$ cat src/rtl/hpmux_map.vh
`ifndef HPMUX_MAP_VH
`define HPMUX_MAP_VH
// register offsets
`define HPMUX_OFS_MODE 4'h0
`define HPMUX_OFS_GPIO_OUT 4'h1
`define HPMUX_OFS_GPIO_OE 4'h2
`define HPMUX_OFS_GPIO_IN 4'h3
`define HPMUX_OFS_CAPTURE 4'h4
`define HPMUX_OFS_STATUS 4'h5
// mode register fields
`define HPMUX_MODE_W 2
`define HPMUX_MODE_GPIO 2'h0
`define HPMUX_MODE_PRIMARY 2'h1
`define HPMUX_MODE_SERIAL 2'h2
`define HPMUX_MODE_ROM 2'h3
`define HPMUX_MODE_RGB_BIT 2
// capture register field
`define HPMUX_CAP_RGB_BIT 0
// pin indices of the nine shared pins
`define HPMUX_PIN_CFG 0
`define HPMUX_PIN_CS 1
`define HPMUX_PIN_CK 2
`define HPMUX_PIN_DO 3
`define HPMUX_PIN_DI 4
`define HPMUX_PIN_BD 5
`define HPMUX_PIN_TD 6
`define HPMUX_PIN_BG 7
`define HPMUX_PIN_SW 8
`define HPMUX_NPINS 9
// reset values
`define HPMUX_RST_MODE 3'h0
`define HPMUX_RST_GPIO 9'h000
`define HPMUX_RST_CAP 1'h0
// edges after reset release before the synced straps are valid
`define HPMUX_STRAP_SETTLE 2'h2
`endif

$ cat src/rtl/hpmux_sync.v
`timescale 1ns/1ps
// two-stage synchroniser per bit
module hpmux_sync #(
    parameter W = 1
) (
    // clock and reset
    input wire ref_clk,
    input wire nrst,
    // data
    input wire [W-1:0] asyncIn,
    output wire [W-1:0] syncOut
);
    reg [W-1:0] stage1_q;
    reg [W-1:0] stage2_q;

    always @(posedge ref_clk or negedge nrst)
    begin
        if (!nrst)
        begin
            stage1_q <= {W{1'b0}};
            stage2_q <= {W{1'b0}};
        end
        else
        begin
            stage1_q <= asyncIn;
            stage2_q <= stage1_q;
        end
    end

    assign syncOut = stage2_q;
endmodule

$ cat src/rtl/hpmux_top.v
// Added by the designer: the address-and-strobe port and the register addresses.
`timescale 1ns/1ps
`include "hpmux_map.vh"
module hpmux_top (
    // clock and reset
    input wire ref_clk,
    input wire nrst,
    // register port
    input wire [3:0] regAddr,
    input wire [31:0] regWrData,
    input wire regWr,
    input wire regRd,
    output reg [31:0] regRdData,
    // shared pins, three signals each
    input wire [8:0] pinIn,
    output reg [8:0] pinOut,
    output reg [8:0] pinOe,
    // green-low input pins
    input wire [4:0] greenLowInputs,
    // alternate pin select, active low
    input wire altPinSelect_n,
    // burst controller
    input wire burstDone,
    input wire transferDone,
    output wire burstGo,
    // bus slave
    input wire slaveWritePending,
    // rom loader
    input wire romChipSelect,
    input wire romClock,
    input wire romSerialOut,
    output wire romSerialIn,
    output wire romConfigEnable,
    output wire romModeActive,
    // serial interface
    input wire serClock,
    input wire serTxData,
    input wire serStrobe,
    output wire serRxData,
    output wire serialActive,
    // rgb capture
    output reg [5:0] rgbRed,
    output reg [5:0] rgbGreen,
    output wire rgbActive
);
    // synchronised pins
    wire [8:0] pinSync;
    wire [4:0] greenSync;
    wire altSelSync_n;

    hpmux_sync #(.W(15)) uSync (
        .ref_clk(ref_clk),
        .nrst(nrst),
        .asyncIn({altPinSelect_n, greenLowInputs, pinIn}),
        .syncOut({altSelSync_n, greenSync, pinSync})
    );

    // reset phase tracking and strap latches
    reg resetDone_q;
    reg [1:0] settle_q;
    reg strapRom_q;
    reg strapRgb_q;
    reg [2:0] mode_q;
    reg [8:0] gpioOut_q;
    reg [8:0] gpioOe_q;
    reg capRgb_q;

    always @(posedge ref_clk or negedge nrst)
    begin
        if (!nrst)
        begin
            resetDone_q <= 1'b0;
            settle_q <= 2'h0;
            strapRom_q <= 1'b0;
            strapRgb_q <= 1'b0;
        end
        else if (!resetDone_q)
        begin
            // synchroniser is cleared by reset; wait until it holds pins
            if (settle_q == `HPMUX_STRAP_SETTLE)
            begin
                resetDone_q <= 1'b1;
                strapRom_q <= pinSync[`HPMUX_PIN_TD];
                strapRgb_q <= pinSync[`HPMUX_PIN_BG];
            end
            else
                settle_q <= settle_q + 2'h1;
        end
    end

    // register writes
    wire wrMode = regWr && (regAddr == `HPMUX_OFS_MODE) && resetDone_q;
    wire strapLoad = !resetDone_q && (settle_q == `HPMUX_STRAP_SETTLE);

    always @(posedge ref_clk or negedge nrst)
    begin
        if (!nrst)
        begin
            mode_q <= `HPMUX_RST_MODE;
            gpioOut_q <= `HPMUX_RST_GPIO;
            gpioOe_q <= `HPMUX_RST_GPIO;
            capRgb_q <= `HPMUX_RST_CAP;
        end
        else
        begin
            if (strapLoad)
            begin
                // straps preset the mode register
                if (pinSync[`HPMUX_PIN_TD])
                    mode_q[1:0] <= `HPMUX_MODE_ROM;
                mode_q[`HPMUX_MODE_RGB_BIT] <= pinSync[`HPMUX_PIN_BG];
                capRgb_q <= pinSync[`HPMUX_PIN_BG];
            end
            else if (wrMode)
                mode_q <= regWrData[2:0];
            if (regWr && regAddr == `HPMUX_OFS_GPIO_OUT)
                gpioOut_q <= regWrData[8:0];
            if (regWr && regAddr == `HPMUX_OFS_GPIO_OE)
                gpioOe_q <= regWrData[8:0];
            if (resetDone_q && regWr && regAddr == `HPMUX_OFS_CAPTURE)
                capRgb_q <= regWrData[`HPMUX_CAP_RGB_BIT];
        end
    end

    // mode decode
    wire [1:0] baseMode = mode_q[1:0];
    wire rgbReq = mode_q[`HPMUX_MODE_RGB_BIT];
    assign rgbActive = rgbReq && capRgb_q && !altSelSync_n;
    // rgb takes the shared pins first
    assign romModeActive = (baseMode == `HPMUX_MODE_ROM) && !rgbActive;
    assign serialActive = (baseMode == `HPMUX_MODE_SERIAL) &&
                          !rgbActive && !rgbReq;
    wire primaryActive = (baseMode == `HPMUX_MODE_PRIMARY) && !rgbActive;

    // is pin owned by rom or rgb use
    function isRomPin;
        input integer idx;
        begin
            isRomPin = (idx == `HPMUX_PIN_CFG) || (idx == `HPMUX_PIN_CS) ||
                       (idx == `HPMUX_PIN_CK) || (idx == `HPMUX_PIN_DO) ||
                       (idx == `HPMUX_PIN_DI);
        end
    endfunction

    function isRgbPin;
        input integer idx;
        begin
            isRgbPin = isRomPin(idx) || (idx == `HPMUX_PIN_BD) ||
                       (idx == `HPMUX_PIN_SW);
        end
    endfunction

    // pin drive per mode
    integer i;
    always @*
    begin
        pinOut = gpioOut_q;
        pinOe = gpioOe_q;
        for (i = 0; i < `HPMUX_NPINS; i = i + 1)
        begin
            if (rgbActive && isRgbPin(i))
            begin
                pinOut[i] = 1'b0;
                pinOe[i] = 1'b0;
            end
            else if (romModeActive && isRomPin(i))
            begin
                pinOut[i] = 1'b0;
                pinOe[i] = 1'b0;
            end
        end
        if (romModeActive)
        begin
            pinOut[`HPMUX_PIN_CS] = romChipSelect;
            pinOe[`HPMUX_PIN_CS] = 1'b1;
            pinOut[`HPMUX_PIN_CK] = romClock;
            pinOe[`HPMUX_PIN_CK] = 1'b1;
            pinOut[`HPMUX_PIN_DO] = romSerialOut;
            pinOe[`HPMUX_PIN_DO] = 1'b1;
        end
        if (serialActive)
        begin
            pinOut[`HPMUX_PIN_CK] = serClock;
            pinOe[`HPMUX_PIN_CK] = 1'b1;
            pinOut[`HPMUX_PIN_DO] = serTxData;
            pinOe[`HPMUX_PIN_DO] = 1'b1;
            pinOe[`HPMUX_PIN_DI] = 1'b0;
            pinOut[`HPMUX_PIN_SW] = serStrobe;
            pinOe[`HPMUX_PIN_SW] = 1'b1;
        end
        if (primaryActive)
        begin
            pinOut[`HPMUX_PIN_BD] = burstDone;
            pinOe[`HPMUX_PIN_BD] = 1'b1;
            pinOut[`HPMUX_PIN_TD] = transferDone;
            pinOe[`HPMUX_PIN_TD] = 1'b1;
            pinOe[`HPMUX_PIN_BG] = 1'b0;
            pinOut[`HPMUX_PIN_SW] = slaveWritePending;
            pinOe[`HPMUX_PIN_SW] = 1'b1;
        end
    end

    // routed inputs; burst-go permits when pin not owned
    assign burstGo = primaryActive ? pinSync[`HPMUX_PIN_BG] : 1'b1;
    assign romSerialIn = romModeActive & pinSync[`HPMUX_PIN_DI];
    assign romConfigEnable = romModeActive &
                             pinSync[`HPMUX_PIN_CFG];
    assign serRxData = serialActive & pinSync[`HPMUX_PIN_DI];

    // rgb data registered
    always @(posedge ref_clk or negedge nrst)
    begin
        if (!nrst)
        begin
            rgbRed <= 6'h00;
            rgbGreen <= 6'h00;
        end
        else if (rgbActive)
        begin
            rgbRed <= {pinSync[`HPMUX_PIN_CFG], pinSync[`HPMUX_PIN_DI],
                       pinSync[`HPMUX_PIN_CS], pinSync[`HPMUX_PIN_CK],
                       pinSync[`HPMUX_PIN_DO], pinSync[`HPMUX_PIN_BD]};
            rgbGreen <= {pinSync[`HPMUX_PIN_SW], greenSync};
        end
    end

    // read port; green-low pins only ever read
    always @(posedge ref_clk or negedge nrst)
    begin
        if (!nrst)
            regRdData <= 32'h0000_0000;
        else if (regRd)
        begin
            case (regAddr)
                `HPMUX_OFS_MODE: regRdData <= {29'h0000_0000, mode_q};
                `HPMUX_OFS_GPIO_OUT: regRdData <= {23'h00_0000, gpioOut_q};
                `HPMUX_OFS_GPIO_OE: regRdData <= {23'h00_0000, gpioOe_q};
                `HPMUX_OFS_GPIO_IN: regRdData <= {18'h0_0000, greenSync,
                                                  pinSync};
                `HPMUX_OFS_CAPTURE: regRdData <= {31'h0000_0000, capRgb_q};
                `HPMUX_OFS_STATUS: regRdData <= {26'h000_0000, strapRgb_q,
                                                 strapRom_q, rgbActive,
                                                 serialActive, romModeActive,
                                                 primaryActive};
                default: regRdData <= 32'h0000_0000;
            endcase
        end
        else
            regRdData <= 32'h0000_0000;
    end
endmodule

$ cat config.mk
export PLATFORM = sky130hd
export DESIGN_NAME = hpmux_top
export DESIGN_NICKNAME = d
export VERILOG_FILES = /design/src/rtl/hpmux_sync.v /design/src/rtl/hpmux_top.v
export VERILOG_INCLUDE_DIRS = /design/src /design/src/rtl
export SDC_FILE = /design/constraint.sdc
export NUM_CORES = 1
export LEC_CHECK = 0
export BUFFER_PORTS_ARGS = -buffer_cell sky130_fd_sc_hd__buf_4
export CAP_MARGIN = 20
export CORE_ASPECT_RATIO = 0.8
export CORE_MARGIN = 1
export CORE_UTILIZATION = 47
export DETAILED_ROUTE_END_ITERATION = 8
export PLACE_DENSITY = 0.79
export SETUP_SLACK_MARGIN = 0.4
export SLEW_MARGIN = 20
export SYNTH_ARGS = -nofsm -noshare
export SYNTH_HDL_FRONTEND = slang
export SYNTH_HIERARCHICAL = 1
export SYNTH_SLANG_ARGS = --single-unit
$ cat constraint.sdc
create_clock -name ref_clk -period 2.8 [get_ports ref_clk]
set_input_delay 0.28 -clock ref_clk [delete_from_list [all_inputs] [get_ports ref_clk]]
set_output_delay 0.28 -clock ref_clk [all_outputs]
set_load 0.01 [all_outputs]
After elaboration in Yosys (flattened, before gate mapping)

Cells that the tools add are included.

Register bits after elaboration: 101
Bits of input ports: 64
Output and inout bits: 69
Word-level logic and storage cells: 90

Add/sub/neg operators: 1
Equality and inequality tests: 10
Muxes and demuxes: 37
Bitwise operators: 5
Reductions and logical operators: 23

Operator list:

| cell                  | count |
|---|---|
| $pmux W14 S6          | 1 |
| $mux W32              | 1 |
| $mux W1               | 26 |
| $mux W3               | 5 |
| $logic_and A1 B1 Y1   | 13 |
| $eq A4 B2 Y1 const B  | 2 |
| $eq A4 B3 Y1 const B  | 2 |
| $eq A2 B2 Y1 const B  | 3 |
| $mux W2               | 3 |
| $reduce_and A2 Y1     | 3 |
| $eq A4 B1 Y1 const B  | 1 |
| $logic_not A1 Y1      | 4 |
| $logic_not A4 Y1      | 1 |
| $mux W4               | 1 |
| $reduce_bool A2 Y1    | 2 |
| $and A1 B1 Y1         | 3 |
| $add A2 B1 Y2 const B | 1 |
| $eq A2 B1 Y1 const B  | 1 |
| $ne A2 B1 Y1 const B  | 1 |
| $not A1 Y1            | 2 |

Longest topological paths before layout

Gate-level depths: netlist of run 1.

Depth after elaboration: 7
Depth in mapped cells: 6
Depth with buffers taken out: 5

Hierarchy

The synthesis of run 1 kept the hierarchy.

Modules (own cells, without submodules):

| module     | instances | cells each | area each (µm²) | sequential area each (µm²) |
|---|---|---|---|---|
| hpmux_top  | 1         | 271        | 2742.6          | 1326.3 |
| hpmux_sync | 1         | 30         | 750.7           | 750.7 |

Least setup slack after synthesis of run 1

OpenSTA, ideal clock, no wires.

Kind: reg-to-output
Start: register mode_q[0]
End: output pinOut[8]
Arrival time: 1.237 ns
Data required time: 2.520 ns
Path slack: 1.283 ns
Stages on the path, launching flop included: 5
Buffers on the path: 0
Cell sequence: dfrtp_1 > or3b_4 > clkinv_4 > mux2i_1 > a21oi_1

Cells in the longest elaborated chain, start to end: 5
Elaborated cells between the ends (all ways): 7
Classes of those cells: eq/ne (2); mux (2); reduce/logical (3)

Ends and longest elaborated chain:

| what                              | line            | source |
|---|---|---|
| from (decl)                       | hpmux_top.v:63  | `reg [2:0] mode_q;` |
| from (signal assigned)            | hpmux_top.v:99  | `` mode_q <= `HPMUX_RST_MODE; `` |
| from (signal assigned)            | hpmux_top.v:110 | `` mode_q[1:0] <= `HPMUX_MODE_ROM; `` |
| from (signal, indexed assignment) | hpmux_top.v:111 | `` mode_q[`HPMUX_MODE_RGB_BIT] <= pinSync[`HPMUX_PIN_BG]; `` |
| $eq A2 B2 Y1 (no line)            | -               |  |
| $logic_and A1 B1 Y1 (2 in series) | hpmux_top.v:131 | `` assign serialActive = (baseMode == `HPMUX_MODE_SERIAL) && `` |
| via serialActive                  | hpmux_top.v:40  | `output wire serialActive,` |
| $mux W1                           | hpmux_top.v:181 | `if (serialActive)` |
| $mux W1                           | hpmux_top.v:191 | `if (primaryActive)` |
| to (decl)                         | hpmux_top.v:16  | `output reg [8:0] pinOut,` |

The timed path passes the listed nets, and every way through them passes these cells.

Worst setup path in the final report of run 1

Start: register mode_q[2]
End: output pinOut[2]

Cells in the longest elaborated chain, start to end: 6
Elaborated cells between the ends (all ways): 10
Classes of those cells: mux (3); reduce/logical (7)

Ends and longest elaborated chain:

| what                                           | line                             | source |
|---|---|---|
| from (signal assigned)                         | hpmux_top.v:99                   |  |
| from (signal, indexed assignment)              | hpmux_top.v:111                  |  |
| from (signal assigned)                         | hpmux_top.v:115                  | `mode_q <= regWrData[2:0];` |
| $logic_and A1 B1 Y1 (2 in series)              | hpmux_top.v:128                  | `assign rgbActive = rgbReq && capRgb_q && !altSelSync_n;` |
| $logic_not A1 Y1                               | hpmux_top.v:130, hpmux_top.v:132 |  |
| $logic_and A1 B1 Y1 (on tied branches)         | hpmux_top.v:130, hpmux_top.v:131 |  |
| $mux W3 or $logic_and A1 B1 Y1 (tied branches) | hpmux_top.v:172, hpmux_top.v:131 |  |
| $mux W2 *                                      | hpmux_top.v:181                  |  |

Every way passes the cells marked *; elsewhere a longest branch is shown, timed or not.

==> impl_metrics.tcl, run 1 <==
set metrics [dict create \
    synth_simple_gate_area_frac 0.168 \
    cts_setup_buffers 0 \
    antenna_left 0 \
    hold_viol 83 \
    worst-path-max-fanout 12 \
    grt_util_met2 0.337 \
    drive_gt1_frac 0.367 \
    met1_usage 0.291 \
    timing.slew.headroom 0.522 \
    crit_chain "nand3b_1 -> inv_1 -> buf_4 -> nor3_1 -> buf_4" \
    grt_pass1_vias 2408 \
    p_leak_nw 2.18 \
    cts.sinks 83 \
    postSynthCellCount 301 \
    cp_slowest_cell "dfrtp_1" \
    met3_usage 0.0625 \
    rsz0062_at_grt "no" \
    grt_antenna_before_repair 0 \
    pin_count 133 \
    synthFlopType "dfrtp_1" \
    io_buffers 91 \
    syn_area_um2 3490 \
    finalWirelength_mm 7.93 \
    hpwl_mm 5.53 \
    ctsResizeCount 0 \
    cap_violations 0 \
    net-switching-power_mw 1.02 \
    cts_tree "yes" \
    worstPathArrival_ns 1.87 \
    slew_violations 0 \
    p_clk_frac 0.272 \
    startpoint_type "flip-flop" \
    crit_family "buffers and inverters" \
    setup-violations-final 0 \
    syn_to_final_growth_pct 25.8 \
    violations "hold timing" \
    track_usage 0.215 \
    rows 27 \
    ys_seq_area_frac 0.595 \
    htreeDepth 3 \
    crit_path_frequent_cell "buf_4" \
    final_common_cell "buf_4" \
    worst_slew_pin_slew_ns 0.718 \
    tns_ns 0 \
    p_seq_frac 0.461 \
    drt-wirelength-per-cell_um 16.4 \
    fin_crit_ns 2.15 \
    cp-end-kind "output pin" \
    skew_ns 0.00553 \
    fp.dieW_um 98.4 \
    root_buffer "clkbuf_8" \
    worstSetupPathType "reg2out" \
    switching_share 0.312 \
    die_h_um 79.1 \
    grt_pass1_wl_mm 12.3 \
    vias 2532 \
    synthXorXnorAreaFrac 0.00251 \
    path_buf_inv 3 \
    synth_seq_cells 83 \
    powerDensity_nw_per_um2 745 \
    synth_edf_count 0 \
    max_freq_mhz 466 \
    first_iter_violations 263 \
    hold_path_class "in2async" \
    vias_per_cell 5.22 \
    fillers 568 \
    peakVddDrop_mv 0.455 \
    timing.hold.ws_ns -0.0496 \
    internal_power_mw 2.25 \
    grt-busiest-layer "met2" \
    cts.hold.buffers_added 0 \
    outcome "complete, but fails checks" \
    drc_errors 0 \
    synth_adder_area_share 0.00358 \
    layout_common_cells "buf_4 (93), dfrtp_1 (83), nand2_1 (58)" \
    synthArstFlopShare 1.00 \
    diodes 0 \
    gp_congestion 0.842 \
    nets 458 \
    synth_top_family_by_area "simple AND/OR/NAND/NOR gates" \
    period_share 0.766 \
    coreArea_um2 7030 \
    synth_warnings 6 \
    ys_types 46 \
    dr.pass1.iters 8 \
    grt_max_degree 84 \
    synthMuxAreaShare 0.110 \
    synth_compound_area_frac 0.0562 \
    required_ns 2.52 \
    p_comb_frac 0.267 \
    slowest_delay_ns 0.45 \
    ff2ff_setup_slack_ns 1.31 \
    grt_overflow 0 \
    dieArea_um2 7780 \
    clkTransAtPathRegs_ns 0.09 \
    clk_latency_ns 0.35 \
    cts_buffers 9 \
    start_util 0.497 \
    synth_area_per_cell_um2 11.6 \
    cts_buffer_depth 2 \
]
## metrics by stage
step           utilization  power (mW)  instance area, µm²  cells  worst slack (ns)
2_1_floorplan            -        1.96                3560    318              1.28
3_3_place_gp         0.593        2.38                4170    467              1.06
4_1_cts              0.622        3.29                4370    483             0.659
6_report             0.626        3.27                4400    485             0.654
3_5_place_dp         0.593        2.40                4170    467              1.04
5_1_grt              0.626        3.45                4400    485             0.571
## registers in the layout (all words and copies together), names as in the netlist, 3 cells and up
name / flops
gpioOe_q: 9
gpioOut_q: 9
mode_q: 3
regRdData: 14
rgbGreen: 6
rgbRed: 6
uSync/stage1_q: 15
uSync/syncOut: 15
## cell families (layout without fill, tap and decap cells)
| kind of cell | count (synthesis) | in the layout |
|---|---|---|
| other cells | 1 | 18 |
| buf+inv | 35 | 115 |
| compound gates | 31 | 31 |
| mux | 35 | 35 |
| simple gates | 114 | 114 |
| xor+xnor | 1 | 1 |
| fa+ha+maj | 1 | 1 |
| flops | 83 | 83 |
## worst register-to-register path, stage by stage (launching register included)
cell and delay (ns):
dfrtp_1 0.37, inv_1 0.05, ha_1 0.20, nand2b_1 0.16, mux2_2 0.35, mux2_2 0.26
## metal layers
metal	up-vias	part of all wire
li1	1181	-
met1	1229	0.45
met2	115	0.46
met3	7	0.075
met4	0	0.012
met5	-	0
## synth_stat cells, types with 2 or more instances
| cell | n | area [µm²] |
|---|---|---|
| a21oi_1 | 9 | 45.0 |
| a22oi_1 | 3 | 22.5 |
| a32oi_1 | 3 | 26.3 |
| and2_1 | 8 | 50.1 |
| and3_1 | 6 | 37.5 |
| buf_2 | 6 | 30.0 |
| buf_4 | 21 | 158 |
| clkbuf_1 | 5 | 18.8 |
| dfrtp_1 | 83 | 2080 |
| inv_1 | 2 | 7.51 |
| mux2_2 | 27 | 304 |
| mux2i_1 | 8 | 80.1 |
| nand2_1 | 58 | 218 |
| nand2b_1 | 4 | 25.0 |
| nand3_1 | 3 | 15.0 |
| nand3b_1 | 3 | 22.5 |
| nand4_1 | 5 | 31.3 |
| nor2_1 | 9 | 33.8 |
| nor3_1 | 2 | 10.0 |
| o21ai_0 | 7 | 35.0 |
| o22ai_1 | 3 | 18.8 |
| or4_1 | 2 | 15.0 |
## worst paths after layout
check | from | to | depth (start not counted)
max in group asynchronous | nrst | uSync/syncOut[12]$_DFF_PN0_ | 1
setup / recovery | mode_q[2]$_DFFE_PN0P_ | pinOut[2] | 5
min in group ref_clk | pinIn[6] | uSync/stage1_q[6]$_DFF_PN0_ | 1
hold / removal | nrst | uSync/syncOut[6]$_DFF_PN0_ | 1
setup reg to reg | settle_q[0]$_DFFE_PN0P_ | capRgb_q$_DFFE_PN0P_ | 5
hold reg to reg | uSync/stage1_q[9]$_DFF_PN0_ | uSync/syncOut[9]$_DFF_PN0_ | 0
## power by group through the flow
| stage | sequential, mW | clock [mW] | combinational (mW) |
|---|---|---|---|
| floorplan | 1.54 | 0 | 0.424 |
| global placement | 1.52 | 0 | 0.855 |
| detailed placement | 1.53 | 0 | 0.869 |
| CTS | 1.51 | 0.909 | 0.877 |
| global route | 1.53 | 0.962 | 0.953 |
| finish | 1.51 | 0.890 | 0.875 |
## area by class of cell
| class | count | area [µm²] | share of cell area |
|---|---|---|---|
| sequential | 83 | 2080 | 0.473 |
| timing repair buffer | 96 | 729 | 0.166 |
| tap | 87 | 109 | 0.0248 |
| clock inverter | 7 | 82.6 | 0.0188 |
| multi-input combinational | 200 | 1260 | 0.286 |
| inverter | 3 | 16.3 | 0.00370 |
| clock buffer | 9 | 124 | 0.0282 |
Power figures use the tool's default switching activity.
==> inputs of run 2 (changes only) <==
Clock period 2.8 ns to 2.18 ns, I/O delays scaled along.
==> run 2 against run 1 <==
  * The flow finishes with violations (DRC)
  * Cell area increased by 13%
  * Register-to-register slack got worse by 0.71 ns
  * Sequential share of layout area decreased by 5.6 points
  * Hold slack improved by 0.14 ns
  * Clock power increased by 16%
  * First-iteration DRC count decreased by 31%
  * Global-route usage increased by 3.1 points
  * Clock-buffer cell count unchanged
  * Critical path type unchanged
  * Critical endpoint unchanged
==> impl_metrics.tcl, run 2 (synthesis results as in run 1) <==
set metrics [dict create \
    outcome "complete, but fails checks" \
    violations "DRC" \
    fin_crit_ns 1.99 \
    grt_util_met2 0.406 \
    met3_usage 0.0572 \
    skew_ns 0.0119 \
    grt_pass1_wl_mm 14.2 \
    syn_to_final_growth_pct 42.8 \
    r2r-start "mode_q[2]$_DFFE_PN0P_" \
    powerDensity_nw_per_um2 902 \
    crit_path_frequent_cell "buf_4" \
    r2r_end "regRdData[0]$_DFF_PN0_" \
    layout_common_cells "buf_4 (94), dfrtp_1 (81), nand2_1 (54)" \
    hold_path_class "in2reg" \
    max_freq_mhz 501 \
    path_buf_inv 3 \
    antenna_left 0 \
    drc_errors 8 \
    worst-path-max-fanout 5 \
    clk_latency_ns 0.37 \
    required_ns 1.96 \
    grt_overflow 0 \
    cp_slowest_cell "dfrtp_1" \
    cts_tree "yes" \
    final_util 0.710 \
    cts_buffers 9 \
    p_leak_nw 2.44 \
    worstPathArrival_ns 1.78 \
    vias 2821 \
    fillers 478 \
    diodes 0 \
    nets 495 \
    path_depth 6 \
    ff2ff_setup_slack_ns 0.60 \
    vias_per_cell 5.40 \
    startpoint "mode_q[2]$_DFFE_PN0P_" \
    timing.slew.headroom 0.639 \
    drive_gt1_frac 0.455 \
    dr.pass1.iters 9 \
    worst_slew_pin_slew_ns 0.542 \
    grt_pass1_vias 2763 \
    cts_buffer_depth 2 \
    final_cell_area_um2 4990 \
    setup-violations-final 0 \
    gp_congestion 0.854 \
    grt-busiest-layer "met2" \
    dieArea_um2 7780 \
    crit_chain "buf_4 -> buf_6 -> or3b_4 -> a21oi_2 -> nor3_1 -> buf_4" \
    htreeDepth 3 \
    startpoint_type "flip-flop" \
    drt-wirelength-per-cell_um 17.9 \
    grt_antenna_before_repair 0 \
    first_iter_violations 181 \
    worstSetupPathType "reg2out" \
    pin_count 133 \
    die_h_um 79.1 \
    clkTransAtPathRegs_ns 0.10 \
    finalWirelength_mm 9.32 \
    fp.dieW_um 98.4 \
    cap_violations 0 \
    peakVddDrop_mv 0.493 \
    cp-end-kind "output pin" \
    tns_ns 0 \
    hpwl_mm 5.93 \
    coreArea_um2 7030 \
    root_buffer "clkbuf_8" \
    met1_usage 0.319 \
    timing.hold.ws_ns 0.0916 \
    crit_family "flip-flops" \
    period_share 0.915 \
    min_from "regWrData[8]" \
    crit_end "pinOut[2]" \
    rsz0062_at_grt "yes" \
    grt_max_degree 44 \
    start_util 0.497 \
    slew_violations 0 \
    rows 27 \
    place_inst 470 \
    final_common_cell "buf_4" \
    dpl-instance-area_um2 4200 \
    track_usage 0.245 \
    slowest_delay_ns 0.46 \
    fin_cells 522 \
    cts.sinks 83 \
    r2r_cells 6 \
    io_buffers 91 \
    hold_viol 0 \
]
-- run 2: cell types whose count changed in the layout (fill, tap and decap cells not counted), moves of 4 or more --
cell / change
nand2_1: -4
and3_4: +5
buf_6: +15
dlygate4sd3_1: +14
and3_1: -5
-- run 2: area by class of cell --
type | instances | area, µm² | area share
Timing Repair Buffer | 133 | 1200 | 0.240
Clock inverter | 7 | 58.8 | 0.0118
Clock buffer | 9 | 124 | 0.0248
Multi-Input combinational cell | 200 | 1400 | 0.281
Tap cell | 87 | 109 | 0.0218
Inverter | 3 | 16.3 | 0.00326
Sequential cell | 83 | 2080 | 0.417
-- run 2: timing repair --
action | in CTS | in global routing
cloned | 2 | 0
hold endpoints to repair | 56 | 0
pin swaps | 10 | 4
buffers inserted | 13 | 5
hold buffers | 16 | 0
resized for setup | 44 | 24
endpoints found under the setup margin | 22 | 22
-- run 2: worst min-delay path by stage --
stage                                           to  slack, ns  depth (start not counted)
after floorplan               capRgb_q$_DFFE_PN0P_      -0.08                          0
after CTS                 gpioOut_q[4]$_DFFE_PN0P_       0.09                          2
after global routing      gpioOut_q[8]$_DFFE_PN0P_       0.08                          2
final                     gpioOut_q[8]$_DFFE_PN0P_       0.09                          2
after detailed placement    regRdData[6]$_DFF_PN0_       0.24                          1
after global placement      regRdData[7]$_DFF_PN0_       0.23                          1
-- run 2: stage by stage --
step / setup slack [ns] / power [mW]
final: 0.185 / 4.50
after CTS: 0.233 / 4.35
after detailed placement: 0.520 / 3.10
after floorplan: 0.725 / 2.52
after global routing: 0.137 / 4.71
after global placement: 0.526 / 3.06
-- run 2: power breakdown --
group	total, mW	switching [mW]	internal (mW)	leakage, nW
clock network	1.03	0.600	0.433	0.0925
registers	1.95	0.176	1.78	1.01
logic	1.51	0.689	0.826	1.33
-- run 2: per-layer routing --
layer  vias up  share of wire
met4         0          0.018
li1       1257              -
met1      1404           0.42
met3        17          0.086
met2       143           0.48
met5         -              0
